===== config.mk =====
export PLATFORM = sky130hd
export DESIGN_NAME = lpd_bank_access
export DESIGN_NICKNAME = d
export VERILOG_FILES = /design/src/lpd_pair_buf.v /design/src/lpd_bank_access.v
export VERILOG_INCLUDE_DIRS = /design/src
export SDC_FILE = /design/constraint.sdc
export NUM_CORES = 1
export LEC_CHECK = 0
export BUFFER_PORTS_ARGS = -buffer_cell sky130_fd_sc_hd__buf_4
export CELL_PAD_IN_SITES_DETAIL_PLACEMENT = 0
export CELL_PAD_IN_SITES_GLOBAL_PLACEMENT = 1
export CORE_ASPECT_RATIO = 1.5
export CORE_MARGIN = 2
export CORE_UTILIZATION = 48
export DETAILED_ROUTE_END_ITERATION = 7
export PLACE_DENSITY = 0.75
export SLEW_MARGIN = 20
export SYNTH_ARGS = -nofsm -noshare
export SYNTH_HDL_FRONTEND = slang
export SYNTH_SLANG_ARGS = --single-unit

===== constraint.sdc =====
create_clock -name ref_clk -period 3.6 [get_ports ref_clk]
set_input_delay 0.18 -clock ref_clk [delete_from_list [all_inputs] [get_ports ref_clk]]
set_output_delay 0.18 -clock ref_clk [all_outputs]
set_load 0.01 [all_outputs]

===== src/lpd_bank_regs.vh =====
`ifndef LPD_BANK_REGS_VH
`define LPD_BANK_REGS_VH

// Mode register addresses.
`define LPD_MR_BURST 8'h01
`define LPD_MR_LATENCY 8'h02
`define LPD_MR_RESET 8'h3f

// Mode register fields and reset values.
`define LPD_BL_RST 3'h2
`define LPD_BL4 3'h2
`define LPD_BL8 3'h3
`define LPD_BL16 3'h4
`define LPD_RLWL_RST 4'h1
`define LPD_RLWL_MIN 4'h1
`define LPD_RLWL_MAX 4'h6

// Command bus field positions (rising half).
`define LPD_CA_ACT_BANK_LSB 4
`define LPD_CA_COL_BANK_LSB 7
`define LPD_CA_ALL_BANKS 4
`define LPD_CA_READ 2

// Core word layout: bank, row, column.
`define LPD_ADDR_W 26
`define LPD_ROW_W 14
`define LPD_COL_W 9
`define LPD_BANK_LSB 23
`define LPD_ROW_LSB 9
`define LPD_DATA_W 32
`define LPD_WORD_W 58

// Latency pipeline depth covers the largest read latency.
`define LPD_PIPE_LEN 9
`define LPD_PIPE_TOP 8

`endif


===== src/lpd_pair_buf.v =====
`timescale 1ns/1ns
`default_nettype none
`include "lpd_bank_regs.vh"

module lpd_pair_buf (
   input wire clk,
   input wire rst,
   input wire inValid,
   output wire inReady,
   input wire [`LPD_WORD_W-1:0] inData,
   output reg outValid,
   input wire outReady,
   output reg [`LPD_WORD_W-1:0] outData
);

   reg tailValid_reg;
   reg [`LPD_WORD_W-1:0] tailData_reg;
   wire headFree;

   // Accepting only while the tail is empty keeps the ready path a flop.
   assign inReady = ~tailValid_reg;
   assign headFree = ~outValid | outReady;

   always @(posedge clk)
   begin
      if (rst)
      begin
         outValid <= 1'b0;
         outData <= {`LPD_WORD_W{1'b0}};
         tailValid_reg <= 1'b0;
         tailData_reg <= {`LPD_WORD_W{1'b0}};
      end
      else if (headFree)
      begin
         if (tailValid_reg)
         begin
            outData <= tailData_reg;
            outValid <= 1'b1;
            tailValid_reg <= 1'b0;
         end
         else
         begin
            outData <= inData;
            outValid <= inValid;
         end
      end
      else if (inValid && !tailValid_reg)
      begin
         tailData_reg <= inData;
         tailValid_reg <= 1'b1;
      end
   end

endmodule
`default_nettype wire


===== src/lpd_bank_access.v =====
// Function
// - CS low, CA0 low, CA1 high: activate.
// - Activate opens given row in addressed bank.
// - CS low, CA0 high, CA1 low: column access.
// - Start column from CA5r-CA6r and CA1f-CA6f.
// - Read data starts RL clocks after command.
// - Strobe preamble low, data edge-aligned with strobe.
// - Reads every BL/2 clocks run seamless.
// - Device captures write beats on strobe edges.
// - Mode address 3F only triggers reset.
`timescale 1ns/1ns
`default_nettype none
`include "lpd_bank_regs.vh"

module lpd_bank_access (
   input wire ref_clk,
   input wire rst,
   input wire ckIn,
   input wire csN,
   input wire [9:0] caIn,
   input wire [31:0] dqIn,
   output reg [31:0] dqOut,
   output reg dqOe,
   input wire [3:0] dqsIn,
   output reg [3:0] dqsOut,
   output reg [3:0] dqsOe,
   output wire coreWrValid,
   input wire coreWrReady,
   output wire [`LPD_WORD_W-1:0] coreWrWord,
   output reg [`LPD_ADDR_W-1:0] coreRdAddr,
   input wire [31:0] coreRdData,
   output reg modeResetPulse,
   output reg accessError,
   output reg beatDropped,
   output reg [7:0] bankOpen
);

   // Burst length in beats from the burst code.
   function [4:0] blBeats;
      input [2:0] code;
      begin
         if (code == `LPD_BL16)
            blBeats = 5'h10;
         else if (code == `LPD_BL8)
            blBeats = 5'h08;
         else
            blBeats = 5'h04;
      end
   endfunction

   // Sequential wrap inside the burst-sized column block.
   function [8:0] burstCol;
      input [8:0] col;
      input [4:0] beat;
      input [2:0] code;
      reg [8:0] mask;
      begin
         mask = {4'h0, blBeats(code) - 5'h01};
         burstCol = (col & ~mask) | ((col + {4'h0, beat}) & mask);
      end
   endfunction

   function [3:0] wlOf;
      input [3:0] code;
      begin
         if (code == 4'h1)
            wlOf = 4'h1;
         else if (code == 4'h2 || code == 4'h3)
            wlOf = 4'h2;
         else if (code == 4'h4)
            wlOf = 4'h3;
         else
            wlOf = 4'h4;
      end
   endfunction

   // Two-flop synchronisers; the link clock is sampled like data.
   reg ckS1, ckS2, ckS3;
   reg csS1, csS2;
   reg [9:0] caS1, caS2;
   reg [31:0] dqS1, dqS2;
   reg dqsS1, dqsS2, dqsS3;

   always @(posedge ref_clk)
   begin
      if (rst)
      begin
         ckS1 <= 1'b0;
         ckS2 <= 1'b0;
         ckS3 <= 1'b0;
         csS1 <= 1'b1;
         csS2 <= 1'b1;
         caS1 <= 10'h000;
         caS2 <= 10'h000;
         dqS1 <= 32'h00000000;
         dqS2 <= 32'h00000000;
         dqsS1 <= 1'b0;
         dqsS2 <= 1'b0;
         dqsS3 <= 1'b0;
      end
      else
      begin
         ckS1 <= ckIn;
         ckS2 <= ckS1;
         ckS3 <= ckS2;
         csS1 <= csN;
         csS2 <= csS1;
         caS1 <= caIn;
         caS2 <= caS1;
         dqS1 <= dqIn;
         dqS2 <= dqS1;
         dqsS1 <= dqsIn[0];
         dqsS2 <= dqsS1;
         dqsS3 <= dqsS2;
      end
   end

   wire ckRise = ckS2 & ~ckS3;
   wire ckFall = ~ckS2 & ckS3;
   wire dqsEdge = dqsS2 ^ dqsS3;

   reg [9:0] caRise_reg;
   reg csLow_reg;
   reg [2:0] blCode_reg;
   reg [3:0] latCode_reg;
   reg [`LPD_ROW_W-1:0] openRow [0:7];
   reg [`LPD_PIPE_TOP:0] pipeV;
   reg [`LPD_PIPE_TOP:0] pipeWr;
   reg [`LPD_ADDR_W-1:0] pipeAddr [0:`LPD_PIPE_TOP];
   reg rdActive;
   reg [`LPD_ADDR_W-1:0] rdBase;
   reg [4:0] rdBeat, rdLeft;
   reg wrActive;
   reg [`LPD_ADDR_W-1:0] wrBase;
   reg [4:0] wrBeat, wrLeft;
   reg pushValid;
   reg [`LPD_WORD_W-1:0] pushWord;
   wire pushReady;
   integer i;

   // A command is complete once its falling half has been sampled.
   wire cmdStrobe = ckFall & csLow_reg;
   wire [9:0] caR = caRise_reg;
   wire [9:0] caF = caS2;
   wire isAct = ~caR[0] & caR[1];
   wire isCol = caR[0] & ~caR[1];
   wire isRead = isCol & caR[`LPD_CA_READ];
   wire isPre = caR[0] & caR[1] & ~caR[2] & caR[3];
   wire isMrw = (caR[3:0] == 4'h0);
   wire [2:0] actBank = caR[`LPD_CA_ACT_BANK_LSB+2:`LPD_CA_ACT_BANK_LSB];
   wire [2:0] colBank = caR[`LPD_CA_COL_BANK_LSB+2:`LPD_CA_COL_BANK_LSB];
   wire [`LPD_ROW_W-1:0] actRow = {caR[2], caF, caR[9:7]};
   wire [8:0] startCol = {caF[6:1], caR[6:5], 1'b0};
   wire [7:0] mrAddr = {caF[1:0], caR[9:4]};
   wire [7:0] mrData = caF[9:2];
   wire [3:0] readLat = latCode_reg + 4'h2;
   wire [3:0] cmdLat = isRead ? readLat : wlOf(latCode_reg);
   wire [4:0] bl = blBeats(blCode_reg);

   wire startRd = ckRise & pipeV[1] & ~pipeWr[1];
   wire startWr = ckRise & pipeV[1] & pipeWr[1];
   wire preambleDue = ckRise ? (pipeV[2] & ~pipeWr[2])
                             : (pipeV[1] & ~pipeWr[1]);
   wire [`LPD_ADDR_W-1:0] curWrBase = startWr ? pipeAddr[1] : wrBase;
   wire [4:0] curWrBeat = startWr ? 5'h00 : wrBeat;
   wire [4:0] curWrLeft = startWr ? bl : wrLeft;
   wire takeBeat = dqsEdge & (wrActive | startWr);

   // Command decode, bank state, mode registers and latency pipeline.
   always @(posedge ref_clk)
   begin
      if (rst)
      begin
         caRise_reg <= 10'h000;
         csLow_reg <= 1'b0;
         blCode_reg <= `LPD_BL_RST;
         latCode_reg <= `LPD_RLWL_RST;
         bankOpen <= 8'h00;
         accessError <= 1'b0;
         modeResetPulse <= 1'b0;
         pipeV <= {`LPD_PIPE_LEN{1'b0}};
         pipeWr <= {`LPD_PIPE_LEN{1'b0}};
         for (i = 0; i < 8; i = i + 1)
            openRow[i] <= {`LPD_ROW_W{1'b0}};
         for (i = 0; i < `LPD_PIPE_LEN; i = i + 1)
            pipeAddr[i] <= {`LPD_ADDR_W{1'b0}};
      end
      else
      begin
         modeResetPulse <= 1'b0;
         if (ckRise)
         begin
            caRise_reg <= caS2;
            csLow_reg <= ~csS2;
            // Each link clock moves pending bursts one step closer.
            pipeV <= {1'b0, pipeV[`LPD_PIPE_TOP:1]};
            pipeWr <= {1'b0, pipeWr[`LPD_PIPE_TOP:1]};
            for (i = 0; i < `LPD_PIPE_TOP; i = i + 1)
               pipeAddr[i] <= pipeAddr[i+1];
         end
         if (cmdStrobe)
         begin
            csLow_reg <= 1'b0;
            if (isAct)
            begin
               // Reopening an open bank is flagged, yet the new row still replaces the old one.
               if (bankOpen[actBank])
                  accessError <= 1'b1;
               bankOpen[actBank] <= 1'b1;
               openRow[actBank] <= actRow;
            end
            else if (isCol)
            begin
               if (!bankOpen[colBank])
                  accessError <= 1'b1;
               pipeV[cmdLat] <= 1'b1;
               pipeWr[cmdLat] <= ~isRead;
               pipeAddr[cmdLat] <= {colBank, openRow[colBank], startCol};
            end
            else if (isPre)
            begin
               if (caR[`LPD_CA_ALL_BANKS])
                  bankOpen <= 8'h00;
               else
                  bankOpen[colBank] <= 1'b0;
            end
            else if (isMrw)
            begin
               if (mrAddr == `LPD_MR_RESET)
               begin
                  // Written data is discarded; only the event counts.
                  modeResetPulse <= 1'b1;
                  blCode_reg <= `LPD_BL_RST;
                  latCode_reg <= `LPD_RLWL_RST;
                  bankOpen <= 8'h00;
                  pipeV <= {`LPD_PIPE_LEN{1'b0}};
               end
               else if (mrAddr == `LPD_MR_BURST)
               begin
                  if (mrData[2:0] == `LPD_BL4 || mrData[2:0] == `LPD_BL8 ||
                      mrData[2:0] == `LPD_BL16)
                     blCode_reg <= mrData[2:0];
               end
               else if (mrAddr == `LPD_MR_LATENCY)
               begin
                  if (mrData[3:0] >= `LPD_RLWL_MIN &&
                      mrData[3:0] <= `LPD_RLWL_MAX)
                     latCode_reg <= mrData[3:0];
               end
            end
         end
      end
   end

   // Read burst engine. A newer read takes over at its own start edge.
   always @(posedge ref_clk)
   begin
      if (rst)
      begin
         rdActive <= 1'b0;
         rdBase <= {`LPD_ADDR_W{1'b0}};
         rdBeat <= 5'h00;
         rdLeft <= 5'h00;
         dqOut <= 32'h00000000;
         dqOe <= 1'b0;
         dqsOut <= 4'h0;
         dqsOe <= 4'h0;
         coreRdAddr <= {`LPD_ADDR_W{1'b0}};
      end
      else
      begin
         // The core answers within a cycle; link edges are far apart.
         // While CK is low a pending read needs its first word next.
         if (rdActive && (ckS2 || !pipeV[1] || pipeWr[1]))
            coreRdAddr <= {rdBase[`LPD_ADDR_W-1:`LPD_ROW_LSB],
                           burstCol(rdBase[8:0], rdBeat, blCode_reg)};
         else
            coreRdAddr <= {pipeAddr[1][`LPD_ADDR_W-1:`LPD_ROW_LSB],
                           burstCol(pipeAddr[1][8:0], 5'h00, blCode_reg)};
         if (startRd)
         begin
            rdActive <= 1'b1;
            rdBase <= pipeAddr[1];
            rdBeat <= 5'h01;
            rdLeft <= bl - 5'h01;
            dqOut <= coreRdData;
            dqOe <= 1'b1;
            dqsOut <= 4'hf;
            dqsOe <= 4'hf;
         end
         else if (rdActive && (ckRise || ckFall))
         begin
            if (rdLeft != 5'h00)
            begin
               dqOut <= coreRdData;
               dqsOut <= {4{ckRise}};
               rdBeat <= rdBeat + 5'h01;
               rdLeft <= rdLeft - 5'h01;
            end
            else
            begin
               rdActive <= 1'b0;
               dqOe <= 1'b0;
               dqsOut <= 4'h0;
               // A read starting at the next rising edge keeps the strobe low.
               dqsOe <= {4{preambleDue}};
            end
         end
         else if (ckRise && preambleDue)
         begin
            dqsOut <= 4'h0;
            dqsOe <= 4'hf;
         end
      end
   end

   // Write capture: one word per strobe edge until the burst is in.
   always @(posedge ref_clk)
   begin
      if (rst)
      begin
         wrActive <= 1'b0;
         wrBase <= {`LPD_ADDR_W{1'b0}};
         wrBeat <= 5'h00;
         wrLeft <= 5'h00;
         pushValid <= 1'b0;
         pushWord <= {`LPD_WORD_W{1'b0}};
         beatDropped <= 1'b0;
      end
      else
      begin
         // The link cannot be stalled, so an overrun is only reported.
         if (pushValid && !pushReady)
            beatDropped <= 1'b1;
         pushValid <= takeBeat;
         if (startWr)
         begin
            wrActive <= 1'b1;
            wrBase <= pipeAddr[1];
            wrBeat <= 5'h00;
            wrLeft <= bl;
         end
         if (takeBeat)
         begin
            pushWord <= {curWrBase[`LPD_ADDR_W-1:`LPD_ROW_LSB],
                         burstCol(curWrBase[8:0], curWrBeat, blCode_reg),
                         dqS2};
            wrBeat <= curWrBeat + 5'h01;
            wrLeft <= curWrLeft - 5'h01;
            if (curWrLeft == 5'h01)
               wrActive <= 1'b0;
         end
      end
   end

   lpd_pair_buf wrBuf (
      .clk(ref_clk),
      .rst(rst),
      .inValid(pushValid),
      .inReady(pushReady),
      .inData(pushWord),
      .outValid(coreWrValid),
      .outReady(coreWrReady),
      .outData(coreWrWord)
   );

endmodule
`default_nettype wire


==> results of run 1 <==
## cell type report
class	count	area, um2	area share [%]
tap	805	1007	2.791
antenna	2	5.005	0.01387
timing repair buffer	373	3064	8.492
clock buffer	104	2088	5.787
clock inverter	26	185.2	0.5132
inverter	27	101.3	0.2809
sequential	760	18340	50.83
multi-input combinational	1847	11290	31.29
## layer usage
metal	part of all wire (%)	GRT usage, %	vias to the layer above
met3	4.3	3.357	140
met4	3.4	8.947	0
met2	52	39.34	492
li1	-	-	10340
met1	40	24.58	9948
met5	0	0	-
## worst min path at each step
stage,to,slack [ps],cells after the start
after floorplan,csS1$_SDFF_PP1_,280,1
after global placement,csS1$_SDFF_PP1_,380,2
after detailed placement,csS1$_SDFF_PP1_,390,2
after CTS,wrBuf.outValid$_SDFFE_PP0P_,260,4
after global routing,csS1$_SDFF_PP1_,300,3
final,wrBuf.outValid$_SDFFE_PP0P_,300,4
## power groups by stage
stage | logic [uW] | registers, uW | clock network, uW
final | 592 | 9270 | 7380
after global routing | 644 | 9280 | 7890
after CTS | 600 | 9260 | 7580
after global placement | 519 | 9440 | 0
after floorplan | 293 | 9420 | 0
after detailed placement | 526 | 9450 | 0
## per-stage QoR
step                      setup slack, ps  hold WS [ps]  area [um2]  power, uW
final                               750.0         297.9       36080      17240
after global routing                586.9         300.0       36080      17820
after CTS                           747.4         263.4       36080      17450
after detailed placement            794.7         386.4       32990       9979
after global placement              857.2         383.4       32990       9962
after floorplan                     884.6         283.8       30670       9709
## worst max-delay path, cell delays in order (launching register included)
cell,delay [ps]
dfxtp_1,360
inv_1,100
ha_1,310
nand2_1,190
nor2_1,210
nand2_1,260
nor3_1,560
or2_2,490
## timing repair
item / 4_1_cts / 5_1_grt
setup buffers: 0 / 0
endpoints found under the setup margin: 0 / 0
hold buffers: 81 / 0
hold endpoints to repair: 109 / 0
## cells by family after synthesis
| group | synth area share, % |
|---|---|
| mux | 11.14 |
| compound gates | 7.662 |
| xor+xnor | 0.5140 |
| simple gates | 16.40 |
| fa+ha+maj | 0.8649 |
| buf+inv | 3.635 |
| flops | 59.79 |
## placed cells by master (no fill, tap or decap), types with 7 or more instances in the layout
cell,instances
nand2_1,598
dfxtp_1,446
edfxtp_1,312
buf_4,286
mux2i_1,266
a21oi_1,201
nor2_1,180
nor2b_1,100
a211oi_1,98
dlygate4sd3_1,81
clkbuf_16,77
and2_1,67
nor3_1,48
o21ai_0,40
mux4_2,28
inv_1,22
nor4_1,22
clkbuf_1,21
nand3_1,20
ha_1,17
nand2b_1,14
clkinv_1,12
clkinv_2,12
or2_2,11
xor2_1,11
mux2_2,10
a31oi_1,9
xnor2_1,7
==> flow_summary.json, run 1 <==
{
  "ir_drop_mv": 0.2734,
  "portBuffers": 216,
  "required_ps": 3860,
  "gp_congestion": 0.8541,
  "largest_register_ffs": 200,
  "r2r_slack_ps": 750,
  "die_area_um2": 65970,
  "cp-end-kind": "flip-flop",
  "cts_buffer_depth": 3,
  "core_um2": 63340,
  "synth-seq-area-share_pct": 59.79,
  "cts-resized-gates": 0,
  "arrival_ps": 3110,
  "maxCapViolations": 0,
  "powerDensity_nw_per_um2": 477.7,
  "wl_per_cell_um": 17.97,
  "worstSetupPathType": "flip-flop to flip-flop",
  "die_w_um": 210.4,
  "first_pass_iters": 6,
  "drtIter0Drc": 1453,
  "layout_min_cycle_time_ps": 2850,
  "worst_clock_skew_ps": 23.55,
  "synth.most_common_cell": "nand2_1",
  "slew_violations": 0,
  "final_nets": 3184,
  "hold_path_class": "input port to flip-flop",
  "cp-endpoint": "openRow[3][7]$_SDFFCE_PN0P_",
  "switching_share_pct": 21.07,
  "root_buffer": "clkbuf_16",
  "antenna_found_initial": 1,
  "dpl.hpwl_um": 46660,
  "ys_seq_elements": 760,
  "synth_fp_nets": 2965,
  "top_regs": "pipeAddr (200), openRow (112)",
  "cts_tree": "built",
  "syn_area_per_cell_um2": 10.72,
  "gr-total-overflow": 0,
  "rsz0062_at_grt": "no",
  "p_int_uw": 13610,
  "synthTopCellsByCount": "nand2_1, dfxtp_1, edfxtp_1, mux2i_1, a21oi_1",
  "synth_cells": 2862,
  "stdcell_count": 3944,
  "power.switching_uw": 3631,
  "slew_headroom_pct": 30.25,
  "wl_um": 70890,
  "grt_max_degree": 192,
  "nFillCells": 5370,
  "clock_latency_ps": 620,
  "min_from": "coreWrReady",
  "num_rows": 113,
  "yosysTopAreaCell": "edfxtp_1",
  "outcome": "finished clean",
  "cts.sinks": 760,
  "drive_gt1_share_pct": 15.08,
  "dp.cells": 3731,
  "postLayoutCoreUtil_pct": 56.97,
  "tns_ps": 0,
  "r2r-start": "ckS2$_SDFF_PP0_",
  "regMostFlops": "pipeAddr",
  "async_flop_share_pct": 0,
  "synth-edff-count": 312,
  "die_y_um": 313.6,
  "antenna_left": 0,
  "r2r-end": "openRow[3][7]$_SDFFCE_PN0P_",
  "synthTopCellsByArea": "edfxtp_1, dfxtp_1, mux2i_1",
  "via_per_inst": 5.305,
  "reg2reg_depth": 7,
  "worstSetupStartpoint": "ckS2$_SDFF_PP0_",
  "pwr-share-comb_pct": 3.4,
  "yosysWarningCount": 0,
  "power_frac_seq_pct": 53.8,
  "fmax_mhz": 350.9,
  "routed-via-count": 20920,
  "start_util_pct": 48.42,
  "synth_cell_types": 71,
  "final-hold-violation-count": 0,
  "grt_pass1_vias": 20730,
  "period_share_pct": 79.17,
  "area_delta_synth_final_pct": 17.66,
  "worstMarginPinSlew_ps": 1046,
  "startpoint_type": "flip-flop",
  "pwr-share-clk_pct": 42.8,
  "synth_top_area_share_pct": 30.55,
  "drcViolationCount": 0,
  "synth_top_flop_cell": "dfxtp_1",
  "crit_path_max_fanout": 14,
  "static-leakage-power_uw": 0.01345,
  "netlist_area_um2": 30670,
  "grt_pass1_wl_um": 111800,
  "path_clk_slew_ps": 60,
  "grt_usage_pct": 21.38,
  "pin_count": 220,
  "h-tree-depth": 3,
  "cts_buffers": 72,
  "setup_viol": 0
}
(Power assumes the default switching activity.)
==> inputs of run 2 (changes only) <==
--- a/config.mk
+++ b/config.mk
@@ -6,12 +6,13 @@
 export SDC_FILE = /design/constraint.sdc
 export NUM_CORES = 1
 export LEC_CHECK = 0
+export ABC_AREA = 1
 export BUFFER_PORTS_ARGS = -buffer_cell sky130_fd_sc_hd__buf_4
 export CELL_PAD_IN_SITES_DETAIL_PLACEMENT = 0
 export CELL_PAD_IN_SITES_GLOBAL_PLACEMENT = 1
 export CORE_ASPECT_RATIO = 1.5
 export CORE_MARGIN = 2
-export CORE_UTILIZATION = 48
+export CORE_UTILIZATION = 46
 export DETAILED_ROUTE_END_ITERATION = 7
 export PLACE_DENSITY = 0.75
 export SLEW_MARGIN = 20
==> constraint.sdc (replaced) <==
create_clock -name ref_clk -period 2.8 [get_ports ref_clk]
set_input_delay 0.14 -clock ref_clk [delete_from_list [all_inputs] [get_ports ref_clk]]
set_output_delay 0.14 -clock ref_clk [all_outputs]
set_load 0.01 [all_outputs]
==> flow_summary.json, run 2 <==
{
  "first_pass_iters": 6,
  "crit_path_cell_trace": "inv_1, ha_1, nand2_1, nor2_4, or2_2, o21ai_1, inv_1, ha_1, a21oi_1, nand2_1, xnor2_1, nand2_1, xnor2_1, nand2_1, nand2_1, inv_1",
  "synth-edff-count": 312,
  "setup_viol": 0,
  "ys_seq_elements": 760,
  "grt_pass1_wl_um": 119700,
  "rsz0062_at_grt": "no",
  "grt_pass1_vias": 22380,
  "largest_register_ffs": 200,
  "critPathTopFamily": "simple AND/OR/NAND/NOR gates",
  "final-hold-violation-count": 0,
  "via_per_inst": 5.195,
  "top_regs": "pipeAddr (200), openRow (112)",
  "netlist_area_um2": 30030,
  "layout_common_cells": "nor2_1, nand2_1, dfxtp_1",
  "final_common_cell": "nor2_1",
  "required_ps": 3310,
  "worstMarginPinSlew_ps": 1055,
  "syn_area_per_cell_um2": 9.194,
  "synth_top_area_share_pct": 31.20,
  "final_area_um2": 35860,
  "start_util_pct": 46.57,
  "cts_buffers": 72,
  "die_area_um2": 67380,
  "tns_ps": 0,
  "die_w_um": 212.6,
  "worstSetupPathType": "flip-flop to flip-flop",
  "path_common_cell": "nand2_1",
  "root_buffer": "clkbuf_16",
  "synth_cell_types": 53,
  "path_clk_slew_ps": 60,
  "ir_drop_mv": 0.3998,
  "period_share_pct": 89.18,
  "yosysWarningCount": 0,
  "cts_tree": "built",
  "synth_cells": 3266,
  "regMostFlops": "pipeAddr",
  "startpoint_type": "flip-flop",
  "synth_top_flop_cell": "dfxtp_1",
  "cp-end-kind": "flip-flop",
  "gp_congestion": 0.8659,
  "async_flop_share_pct": 0,
  "synth_fp_nets": 3369,
  "outcome": "finished clean",
  "crit_path_max_fanout": 5,
  "hold_path_class": "input port to flip-flop",
  "fmax_mhz": 400.5,
  "drive_gt1_share_pct": 13.96,
  "dpl.hpwl_um": 49350,
  "grt_usage_pct": 22.61,
  "synthTopCellsByArea": "edfxtp_1, dfxtp_1, nor2_1",
  "dp.cells": 4207,
  "yosysTopAreaCell": "edfxtp_1",
  "worst_clock_skew_ps": 23.16,
  "antenna_cells": 0,
  "arrival_ps": 3010,
  "pin_count": 220,
  "stdcell_count": 4429,
  "synth-seq-area-share_pct": 61.07,
  "num_rows": 114,
  "synthTopCellsByCount": "nor2_1, nand2_1, dfxtp_1, o21ai_0, edfxtp_1",
  "gr-total-overflow": 0,
  "synth.most_common_cell": "nor2_1",
  "maxCapViolations": 0,
  "core_um2": 64470,
  "r2r_slack_ps": 300,
  "wl_um": 76500,
  "area_delta_synth_final_pct": 19.43,
  "antenna_left": 0,
  "drtIter0Drc": 1752,
  "critPathMaxStageDelay_ps": 350,
  "slew_violations": 0,
  "portBuffers": 216,
  "die_y_um": 316.9,
  "cts_buffer_depth": 3,
  "layout_min_cycle_time_ps": 2497,
  "drcViolationCount": 0,
  "clock_latency_ps": 630,
  "crit_slowest_cell": "ha_1",
  "slew_headroom_pct": 29.18,
  "h-tree-depth": 3,
  "static-leakage-power_uw": 0.01392,
  "post_cts_buffers": 0,
  "antenna_found_initial": 0,
  "final_nets": 3604,
  "path_buf_inv": 3,
  "powerDensity_nw_per_um2": 638.0,
  "placed_area_um2": 32500,
  "grt_max_degree": 234,
  "routed-via-count": 23010,
  "cts.sinks": 760,
  "wl_per_cell_um": 17.27
}
[run 2: area by class of cell]
cell class                      instances  area [um2]
Clock buffer                          110        2182
Inverter                              237       895.9
Tap cell                              870        1089
Sequential cell                       760       18340
Timing Repair Buffer                  393        3383
Fill cell                            5817       28610
Multi-Input combinational cell       2037        9702
Clock inverter                         22       270.3
[run 2: metrics by stage]
| step | total power [uW] | utilization, % | hold WS, ps | setup WS (ps) |
|---|---|---|---|---|
| after floorplan | 12550 | - | 243.8 | 249.9 |
| after global placement | 12940 | 50.42 | 331.9 | 210.0 |
| after detailed placement | 12960 | 50.42 | 333.2 | 282.8 |
| after CTS | 23120 | 55.62 | 134.8 | 245.3 |
| after global routing | 23650 | 55.62 | 211.2 | 21.05 |
| final | 22880 | 55.62 | 158.2 | 303.0 |
[run 2: per-layer routing]
layer  GRT usage [%]  up-vias  share of wire [%]
met3           2.736      127                3.8
met1           25.60    10930                 39
met2           42.25      507                 53
met4           10.20        0                3.6
met5               0        -                  0
li1                -    11440                  -
[run 2: final timing paths]
kind	from	to	depth (start not counted)
max	ckS3$_SDFF_PP0_	pushWord[35]$_SDFFE_PP0P_	16
min	coreWrReady	wrBuf.tailData_reg[37]$_SDFFE_PP0P_	6
max reg2reg	ckS3$_SDFF_PP0_	pushWord[35]$_SDFFE_PP0P_	16
min reg2reg	dqS1[13]$_SDFF_PP0_	dqS2[13]$_SDFF_PP0_	2
[run 2: kinds of logic (layout without fill, tap and decap cells)]
family / Yosys count / in the layout / share of synthesized area [%]
AND/OR/NAND/NOR: 1235 / 1235 / 17.30
AO/OA/AOI/OAI: 771 / 771 / 13.74
flip-flops: 760 / 760 / 61.07
buffers and inverters: 469 / 762 / 6.663
adder cells (fa/ha/maj): 20 / 20 / 0.8834
XOR/XNOR: 7 / 7 / 0.2042
multiplexers: 4 / 4 / 0.1333
[run 2: worst min-delay path: stages]
cell	delay [ps]
buf_4	80
nor2_1	60
nand3_2	70
inv_2	200
nand2_1	120
a21oi_1	50
[run 2: what timing repair did]
item	4_1_cts	5_1_grt
setup endpoints to repair	0	1
hold buffers	90	0
resized for setup	0	2
endpoints found under the hold margin	94	0
[run 2: power breakdown]
part           leakage [uW]  total (uW)  internal, uW  switching (uW)
logic               0.00583         925           343             582
registers           0.00688       11900         11800            88.9
clock network       0.00121       10100          5940            4120
total                0.0139       22900         18100            4790
